===== config.mk =====
export PLATFORM = sky130hd
export DESIGN_NAME = bde_branch_unit
export DESIGN_NICKNAME = d
export VERILOG_FILES = /design/src/rtl/bde_pkg.sv /design/src/rtl/bde_branch_unit.sv
export VERILOG_INCLUDE_DIRS = /design/src /design/src/rtl
export SDC_FILE = /design/constraint.sdc
export NUM_CORES = 1
export LEC_CHECK = 0
export CORE_ASPECT_RATIO = 1.75
export CORE_MARGIN = 2
export CORE_UTILIZATION = 40
export CTS_CLUSTER_SIZE = 14
export DETAILED_ROUTE_END_ITERATION = 10
export DONT_BUFFER_PORTS = 1
export PLACE_DENSITY = 0.59
export SYNTH_ARGS = -nofsm -noshare
export SYNTH_HDL_FRONTEND = slang
export SYNTH_SLANG_ARGS = --single-unit

===== constraint.sdc =====
create_clock -name core_clk_in -period 7.8 [get_ports core_clk_in]
set_input_delay 2.34 -clock core_clk_in [delete_from_list [all_inputs] [get_ports core_clk_in]]
set_output_delay 2.34 -clock core_clk_in [all_outputs]
set_load 0.005 [all_outputs]

===== src/rtl/bde_regs.svh =====
// constants for the branch decode and execute block
`ifndef BDE_REGS_SVH
`define BDE_REGS_SVH

// ==========================================================
// wishbone register map (byte addresses)
`define BDE_OFF_CTRL 8'h00
`define BDE_OFF_STATUS 8'h04
`define BDE_OFF_TAKEN 8'h08

// ctrl fields and reset values
`define BDE_CTRL_MODE64_BIT 0
`define BDE_CTRL_AREA_LSB 1
`define BDE_CTRL_AREA_MSB 2
`define BDE_RST_MODE64 1'h0
`define BDE_RST_AREA 2'h0

// status fields
`define BDE_STAT_READY_BIT 0
`define BDE_STAT_IRQ_HOLD_BIT 1
`define BDE_STAT_PFX_BIT 2

// ==========================================================
// opcodes (instruction bits 31:26) and condition codes (bits 24:21)
`define BDE_OP_COND_REG 6'h27
`define BDE_OP_COND_LIT 6'h2F
`define BDE_OP_JREG 6'h26
`define BDE_OP_PREFIX 6'h2C
`define BDE_CC_NE 4'h1
`define BDE_CC_LT 4'h2

// field positions, counted from the lsb of the instruction word
`define BDE_F_OP_MSB 31
`define BDE_F_OP_LSB 26
`define BDE_F_DLY_COND 25
`define BDE_F_CC_MSB 24
`define BDE_F_CC_LSB 21
`define BDE_F_LINK_MSB 25
`define BDE_F_LINK_LSB 21
`define BDE_F_DLY_JREG 20
`define BDE_F_ABS 19
`define BDE_F_LNK 18
`define BDE_F_LIT_MSB 15

// ==========================================================
// latencies in cycles
`define BDE_LAT_SHORT 4'h1
`define BDE_LAT_DELAYED 4'h2
`define BDE_LAT_FULL 4'h3
`define BDE_LAT_MISS_A2 4'h8
`define BDE_AREA_FAST 2'h2

`endif


===== src/rtl/bde_pkg.sv =====
// types shared by the branch decode and execute block
package bde_pkg;

	// one issued instruction with its operands
	typedef struct packed {
		logic [31:0] instr;
		logic [63:0] pc;
		logic [63:0] opa;
		logic [63:0] opb;
		logic pred_valid;
		logic pred_taken;
	} bde_issue_t;

	// whole state of the branch unit
	typedef struct packed {
		logic [3:0] cnt;
		logic ready;
		logic pc_load;
		logic [63:0] target;
		logic link_we;
		logic [4:0] link_addr;
		logic [63:0] link_data;
		logic flush;
		logic irq_hold;
		logic illegal;
		logic pfx_valid;
		logic [15:0] pfx_hi;
		logic mode64;
		logic [1:0] area;
		logic [31:0] taken_cnt;
		logic ack;
		logic [31:0] rdat;
	} bde_state_t;

	// kinds of branch the decoder can see
	typedef enum logic [2:0] {
		BDE_K_NONE,
		BDE_K_NE_REG,
		BDE_K_LIT,
		BDE_K_JREG,
		BDE_K_BAD_LINK
	} bde_kind_t;

endpackage


===== src/rtl/bde_branch_unit.sv =====
// branch decode and execute unit with wishbone control registers
//
// Contract
// - negative-literal branch: pc plus extended literal if source below zero, else pc plus four.
// - nonzero-register branch: taken gives pc plus offset register, else pc plus four.
// - not-equal forms taken exactly when source differs from zero; literal form adds literal.
// - delayed taken branch lets the next instruction complete before target.
// - undelayed taken branch goes straight to target, squashing the sequential instruction.
// - literal conditional branch takes one cycle if untaken or correctly predicted.
// - taken conditional branch with delay takes two cycles.
// - taken undelayed branch, or misprediction at area setting zero, takes three cycles.
// - misprediction at area setting two costs seven to nine cycles.
// - register not-equal branch takes one cycle untaken; no prediction shortening.
// - sixteen-bit literal is sign-extended to thirty-two bits by default.
// - prefix op right before a literal branch supplies the upper literal half.
// - linking register branch writes its own pc into the link register.
// - absolute flag makes the offset register the new pc.
// - clear absolute flag branches to pc plus the offset register.
// - absolute, link and delay flags are set per the register branch forms.
// - unconditional register branches take two cycles delayed, three undelayed.
// - interrupts and breaks held off until the delay-slot instruction completes.
// - linking register branches exist only delayed; undelayed link encodings unsupported.
// - in 64-bit mode absolute branches and link use full 64-bit values.
// - register branch: link field at bit 6, flags from 11, offset at 16.
//
// The address map and the Wishbone interface to the registers were chosen for this implementation.
`timescale 1ns/1ps

module bde_branch_unit (
	// clock and reset
	input wire logic core_clk_in,
	input wire logic nrst_in,
	// issue from decode
	input wire logic issue_valid_in,
	input wire bde_pkg::bde_issue_t issue_in,
	output logic issue_ready_out,
	// program counter redirect
	output logic pc_load_out,
	output logic [63:0] pc_target_out,
	output logic flush_out,
	// register file link write
	output logic link_we_out,
	output logic [4:0] link_addr_out,
	output logic [63:0] link_data_out,
	// interrupt and break deferral, bad encoding
	output logic irq_hold_out,
	output logic illegal_out,
	// wishbone classic slave
	input wire logic wb_cyc_in,
	input wire logic wb_stb_in,
	input wire logic wb_we_in,
	input wire logic [7:0] wb_adr_in,
	input wire logic [3:0] wb_sel_in,
	input wire logic [31:0] wb_dat_in,
	output logic [31:0] wb_dat_out,
	output logic wb_ack_out
);

	`include "bde_regs.svh"

	// ==========================================================
	// state
	bde_pkg::bde_state_t st_ff;
	bde_pkg::bde_state_t nxt_st;

	// ==========================================================
	// decode of the issued word
	logic [31:0] ins;
	logic [5:0] opcode;
	logic [3:0] cc;
	logic accept;
	logic dly;
	logic abs_f;
	logic lnk_f;
	logic neg;
	logic nonzero;
	logic cond_true;
	logic taken;
	logic mispredict;
	logic good_guess;
	logic [63:0] lit_ext;
	logic [63:0] raw_target;
	logic [63:0] fit_target;
	logic [3:0] lat;
	bde_pkg::bde_kind_t kind;

	assign ins = issue_in.instr;
	assign opcode = ins[`BDE_F_OP_MSB:`BDE_F_OP_LSB];
	assign cc = ins[`BDE_F_CC_MSB:`BDE_F_CC_LSB];
	assign accept = issue_valid_in & st_ff.ready;

	// classify; only the branch forms this unit owns are recognised
	always_comb begin
		kind = bde_pkg::BDE_K_NONE;
		if (opcode == `BDE_OP_COND_REG && cc == `BDE_CC_NE) begin
			kind = bde_pkg::BDE_K_NE_REG;
		end else if (opcode == `BDE_OP_COND_LIT && (cc == `BDE_CC_NE || cc == `BDE_CC_LT)) begin
			kind = bde_pkg::BDE_K_LIT;
		end else if (opcode == `BDE_OP_JREG) begin
			// link without delay has no defined meaning
			if (ins[`BDE_F_LNK] && !ins[`BDE_F_DLY_JREG]) begin
				kind = bde_pkg::BDE_K_BAD_LINK;
			end else begin
				kind = bde_pkg::BDE_K_JREG;
			end
		end
	end

	// flag extraction, positions differ between the two encodings
	assign dly = (opcode == `BDE_OP_JREG) ? ins[`BDE_F_DLY_JREG] : ins[`BDE_F_DLY_COND];
	assign abs_f = ins[`BDE_F_ABS];
	assign lnk_f = ins[`BDE_F_LNK];

	// signed view of the source at the native width
	assign neg = st_ff.mode64 ? issue_in.opa[63] : issue_in.opa[31];
	assign nonzero = st_ff.mode64 ? (|issue_in.opa) : (|issue_in.opa[31:0]);

	// less-than-zero or not-equal
	assign cond_true = (cc == `BDE_CC_LT) ? neg : nonzero;

	always_comb begin
		taken = 1'b0;
		unique case (kind)
			bde_pkg::BDE_K_NE_REG: taken = cond_true;
			bde_pkg::BDE_K_LIT: taken = cond_true;
			bde_pkg::BDE_K_JREG: taken = 1'b1;
			bde_pkg::BDE_K_BAD_LINK: taken = 1'b0;
			bde_pkg::BDE_K_NONE: taken = 1'b0;
		endcase
	end

	// literal: sign-extend 16 bits, or join the held prefix half
	always_comb begin
		if (st_ff.pfx_valid) begin
			lit_ext = {{32{st_ff.pfx_hi[15]}}, st_ff.pfx_hi, ins[`BDE_F_LIT_MSB:0]};
		end else begin
			lit_ext = {{48{ins[`BDE_F_LIT_MSB]}}, ins[`BDE_F_LIT_MSB:0]};
		end
	end

	// target selection
	always_comb begin
		raw_target = issue_in.pc + 64'h0000000000000004; // untaken
		if (taken) begin
			if (kind == bde_pkg::BDE_K_LIT) begin
				raw_target = issue_in.pc + lit_ext;
			end else if (kind == bde_pkg::BDE_K_JREG && abs_f) begin
				raw_target = issue_in.opb;
			end else begin
				raw_target = issue_in.pc + issue_in.opb;
			end
		end
	end

	// 32-bit mode keeps only the low word; 64-bit keeps all of it
	assign fit_target = st_ff.mode64 ? raw_target : {32'h00000000, raw_target[31:0]};

	// prediction only counts for literal forms; register forms ignore it
	assign mispredict = (kind == bde_pkg::BDE_K_LIT) & issue_in.pred_valid
		& (issue_in.pred_taken != taken);

	// fetch already followed a right guess on a literal form
	assign good_guess = (kind == bde_pkg::BDE_K_LIT) & issue_in.pred_valid & !mispredict;

	// latency in cycles for the accepted instruction
	always_comb begin
		lat = `BDE_LAT_SHORT; // untaken, prefix, other
		if (kind == bde_pkg::BDE_K_LIT && issue_in.pred_valid && !mispredict) begin
			lat = `BDE_LAT_SHORT; // correct prediction
		end else if (mispredict) begin
			// the fast configuration pays a longer refill
			lat = (st_ff.area == `BDE_AREA_FAST) ? `BDE_LAT_MISS_A2 : `BDE_LAT_FULL;
		end else if (taken && dly) begin
			lat = `BDE_LAT_DELAYED;
		end else if (taken) begin
			lat = `BDE_LAT_FULL;
		end
	end

	// ==========================================================
	// next state
	always_comb begin
		nxt_st = st_ff;
		nxt_st.pc_load = 1'b0;
		nxt_st.link_we = 1'b0;
		nxt_st.flush = 1'b0;
		nxt_st.illegal = 1'b0;
		nxt_st.ack = 1'b0;

		// stall countdown; ready returns when it runs out
		if (st_ff.cnt != 4'h0) begin
			nxt_st.cnt = st_ff.cnt - 4'h1;
		end

		if (accept) begin
			nxt_st.cnt = lat - 4'h1;
			// the delay-slot instruction has now been issued
			nxt_st.irq_hold = 1'b0;
			// prefix lives for exactly the next instruction
			nxt_st.pfx_valid = (opcode == `BDE_OP_PREFIX);
			if (opcode == `BDE_OP_PREFIX) begin
				nxt_st.pfx_hi = ins[`BDE_F_LIT_MSB:0];
			end

			if (kind == bde_pkg::BDE_K_BAD_LINK) begin
				nxt_st.illegal = 1'b1;
			end

			// redirect when taken or mispredicted, unless the fetch side already followed a right guess
			if (kind != bde_pkg::BDE_K_NONE && kind != bde_pkg::BDE_K_BAD_LINK) begin
				nxt_st.target = fit_target;
				nxt_st.pc_load = taken | mispredict;
				if (kind == bde_pkg::BDE_K_LIT && issue_in.pred_valid && !mispredict) begin
					nxt_st.pc_load = 1'b0;
				end
			end

			if (taken) begin
				nxt_st.taken_cnt = st_ff.taken_cnt + 32'h00000001;
				// no slot: squash the sequential fetch
				// slot: keep it and hold off interrupts until it issues
				// relies on the slot never holding a branch or prefix
				// a right guess fetched the target already, squashing it would lose it
				if (dly) begin
					nxt_st.irq_hold = 1'b1;
				end else if (!good_guess) begin
					nxt_st.flush = 1'b1;
				end
			end else if (mispredict) begin
				nxt_st.flush = 1'b1;
			end

			// link gets the branch's own pc, full width in 64-bit mode
			if (kind == bde_pkg::BDE_K_JREG && lnk_f) begin
				nxt_st.link_we = 1'b1;
				nxt_st.link_addr = ins[`BDE_F_LINK_MSB:`BDE_F_LINK_LSB];
				nxt_st.link_data = st_ff.mode64 ? issue_in.pc
					: {32'h00000000, issue_in.pc[31:0]};
			end
		end
		nxt_st.ready = (nxt_st.cnt == 4'h0);

		// wishbone: answer one cycle after the strobe, drop ack after one cycle
		if (wb_cyc_in && wb_stb_in && !st_ff.ack) begin
			nxt_st.ack = 1'b1;
			nxt_st.rdat = 32'h00000000;
			unique case (wb_adr_in)
				`BDE_OFF_CTRL: begin
					nxt_st.rdat[`BDE_CTRL_MODE64_BIT] = st_ff.mode64;
					nxt_st.rdat[`BDE_CTRL_AREA_MSB:`BDE_CTRL_AREA_LSB] = st_ff.area;
				end
				`BDE_OFF_STATUS: begin
					nxt_st.rdat[`BDE_STAT_READY_BIT] = st_ff.ready;
					nxt_st.rdat[`BDE_STAT_IRQ_HOLD_BIT] = st_ff.irq_hold;
					nxt_st.rdat[`BDE_STAT_PFX_BIT] = st_ff.pfx_valid;
				end
				`BDE_OFF_TAKEN: nxt_st.rdat = st_ff.taken_cnt;
				default: nxt_st.rdat = 32'h00000000; // unmapped reads zero
			endcase
		end

		// writes land on the edge where the master sees ack
		if (wb_cyc_in && wb_stb_in && wb_we_in && st_ff.ack && wb_sel_in[0]) begin
			if (wb_adr_in == `BDE_OFF_CTRL) begin
				nxt_st.mode64 = wb_dat_in[`BDE_CTRL_MODE64_BIT];
				nxt_st.area = wb_dat_in[`BDE_CTRL_AREA_MSB:`BDE_CTRL_AREA_LSB];
			end
		end
	end

	// ==========================================================
	// state register
	always_ff @(posedge core_clk_in or negedge nrst_in) begin
		if (!nrst_in) begin
			st_ff <= '0;
			st_ff.ready <= 1'b1;
			st_ff.mode64 <= `BDE_RST_MODE64;
			st_ff.area <= `BDE_RST_AREA;
		end else begin
			st_ff <= nxt_st;
		end
	end

	// ==========================================================
	// outputs, all straight from the state register
	assign issue_ready_out = st_ff.ready;
	assign pc_load_out = st_ff.pc_load;
	assign pc_target_out = st_ff.target;
	assign flush_out = st_ff.flush;
	assign link_we_out = st_ff.link_we;
	assign link_addr_out = st_ff.link_addr;
	assign link_data_out = st_ff.link_data;
	assign irq_hold_out = st_ff.irq_hold;
	assign illegal_out = st_ff.illegal;
	assign wb_dat_out = st_ff.rdat;
	assign wb_ack_out = st_ff.ack;

endmodule


==> impl_metrics.ini <==
[outcome]
status = finished, final reports clean

[timing]
fmaxAchievable_mhz = 166.0
setup_ws_ns = 1.777
period_share_pct = 77.22
fin_tns_setup_ns = 0
min_period_ns = 6.023
tightest_slew_ns = 1.098
setup_violations = 0
report.final.slew_viol_count = 0
fin_skew_ns = 0.01927
hold_violations = 0
slew_headroom_pct = 26.23
rsz0062_at_grt = false

[yosys]
synth_top_area_cell = dfrtp_1
synth_top_area_share_pct = 27.75
yosys.cell_count.top_type = nand2_1
synthCells = 2589
synth_cell_types = 84
synthArstFlopShare_pct = 100.0
ys_seq_area_share_pct = 27.88
synthesis.nets = 2997
synth_area_leaders = dfrtp_1, nand2_1, ha_1
netlist_area_um2 = 20470
yosys_warnings = 0
synth.top_cells.by_count = nand2_1, dfrtp_1, a21oi_1, o21ai_0, buf_4
syn_avg_cell_area_um2 = 7.905
ys_ff_latch = 228
synth-edff-count = 0
ys_dominant_reg_cell = dfrtp_1

[place]
portBuffers = 0
dpl.hpwl_um = 66050
dp_slack_ns = 1.377
gp_congestion = 1.003

[clock_tree]
numCtsBuffers = 25
post_cts_resized = 0
clock-root-buffer = clkbuf_16
holdBufCountCts = 0
clk_path_buf_depth = 3
post-cts-setup-buffers = 0
clock_latency_ns = 0.59
cts_sinks = 228
cts.clk_slew.worst_paths_ns = 0.06
cts_tree = yes
h-tree-depth = 1

[pwr]
powerDensity_nw_per_um2 = 167.2
vdd_drop_max_mv = 0.1814
p_leak_uw = 0.009083
p_total_uw = 3474

[global_routing]
grt_util_all_layers_pct = 29.96
first_global_vias = 18790
antenna_found_initial = 0
grt_max_degree = 229
grt_pass1_wl_um = 119600
grt_overflow = 0

[flow_run]
drv_cap = 0

[worst_setup_path]
crit_arrival_ns = 6.46
endpoint_kind = flop
critPathKind = in2reg
startpoint_type = primary input
cp.required_ns = 8.23
path_max_fanout = 6

[floorplan]
die_y_um = 303.2
core-area_um2 = 50600
start_util_pct = 40.45
rows = 109
die_area_um2 = 53070
die-width_um = 175.0
ioPinCount = 448

[routing]
vias_per_cell = 6.202
num_vias = 18940
drtIter0Drc = 1387
firstDrtPassIters = 6
finalWirelength_um = 82540
ant_nets = 0
drc_errors = 0
wire_per_inst_um = 27.04

[layout]
fin_util_pct = 41.06
diodes = 0
finalNetCount = 2777
fillerInstances = 5199
area_delta_synth_final_pct = 1.510
final_layout_size_suffix_gt1_share_pct = 6.116

[min_path]
hold_path_class = reg2reg
worst max-delay path, cell delays in order:
cell      delay, ns
ha_1           0.39
a21oi_1        0.41
o21ai_0        0.16
a221oi_1       0.72
nand2_1        0.11
a31oi_1        0.66
o41ai_2        0.30
a21o_1         0.29
a21oi_1        0.22
nor2b_1        0.08
o311ai_0       0.63
nand3_1        0.14
layout by cell type (no fill, tap or decap), types with 14 or more instances in the layout:
cell,count
nand2_1,470
dfrtp_1,227
a21oi_1,209
o21ai_0,169
xnor2_1,137
nor2_1,134
ha_1,130
nand3_1,71
xor2_1,68
a21o_1,61
nand4_1,54
inv_1,46
nor3_1,38
buf_4,34
a211oi_1,33
a22o_1,32
and3_1,31
o21bai_1,29
nor4_1,25
clkbuf_16,25
o211ai_1,23
mux2_2,20
o31ai_1,19
or3_1,18
nand2b_1,16
nor2b_1,16
a31oi_1,14
layout make-up:
type | count | area [µm²] | share of cell area, %
repair buffers | 35 | 275.3 | 1.325
multi-input cells | 2032 | 12920 | 62.17
well taps | 666 | 833.3 | 4.011
flip-flops and latches | 228 | 5707 | 27.47
clock inverters | 14 | 178.9 | 0.8612
inverters | 47 | 176.4 | 0.8491
clock buffers | 31 | 688.2 | 3.312
stage by stage:
stage / cells / instance area (µm²) / hold WS, ns
floorplan: 2589 / 20470 / 0.4400
global placement: 3008 / 19910 / 0.4651
detailed placement: 3008 / 19910 / 0.4674
CTS: 3053 / 20780 / 0.4762
global route: 3053 / 20780 / 0.4998
finish: 3053 / 20780 / 0.4738
kinds of logic (layout without fill, tap and decap cells):
group                    after synthesis  after routing  synth area share [%]
AND/OR/NAND/NOR                      921            921                 20.45
AO/OA/AOI/OAI                        741            741                 23.81
buffers and inverters                329            127                 9.188
flip-flops                           228            228                 27.88
XOR/XNOR                             205            205                 8.772
adder cells (fa/ha/maj)              132            132                 8.143
multiplexers                          33             33                 1.761
state kept, by name, summed over array words and instances, names as in the netlist:
register         cells
flush_out            1
illegal_out          1
irq_hold_out         1
issue_ready_out      1
link_addr_out        5
link_data_out       64
link_we_out          1
pc_load_out          1
pc_target_out       64
st_ff               56
wb_ack_out           1
wb_dat_out          32
routing by layer:
metal | vias up | GRT usage (%) | routed length (µm)
met5 | - | 0 | 0
met4 | 0 | 19.62 | 6411
met3 | 255 | 6.247 | 6271
met2 | 926 | 55.26 | 41810
met1 | 9076 | 30.45 | 28050
li1 | 8678 | - | -
report_power, final:
| part | switching, µW | internal, µW | leakage (µW) |
|---|---|---|---|
| clock | 573 | 735 | 0.000433 |
| combinational | 574 | 360 | 0.00548 |
| sequential | 23.0 | 1210 | 0.00317 |
final timing paths:
path	startpoint	end	slack, ns	cells past startpoint
setup / recovery	issue_in[16]	pc_target_out[61]	1.78	12
hold / removal	st_ff[64]	st_ff[64]	0.47	1
setup reg to reg	st_ff[84]	pc_target_out[62]	3.21	16
hold reg to reg	st_ff[64]	st_ff[64]	0.47	1
max in group asynchronous	nrst_in	st_ff[82]	5.97	0
min in group asynchronous	nrst_in	wb_dat_out[16]	1.46	0
Note: power is estimated with default switching activity, not from simulation.
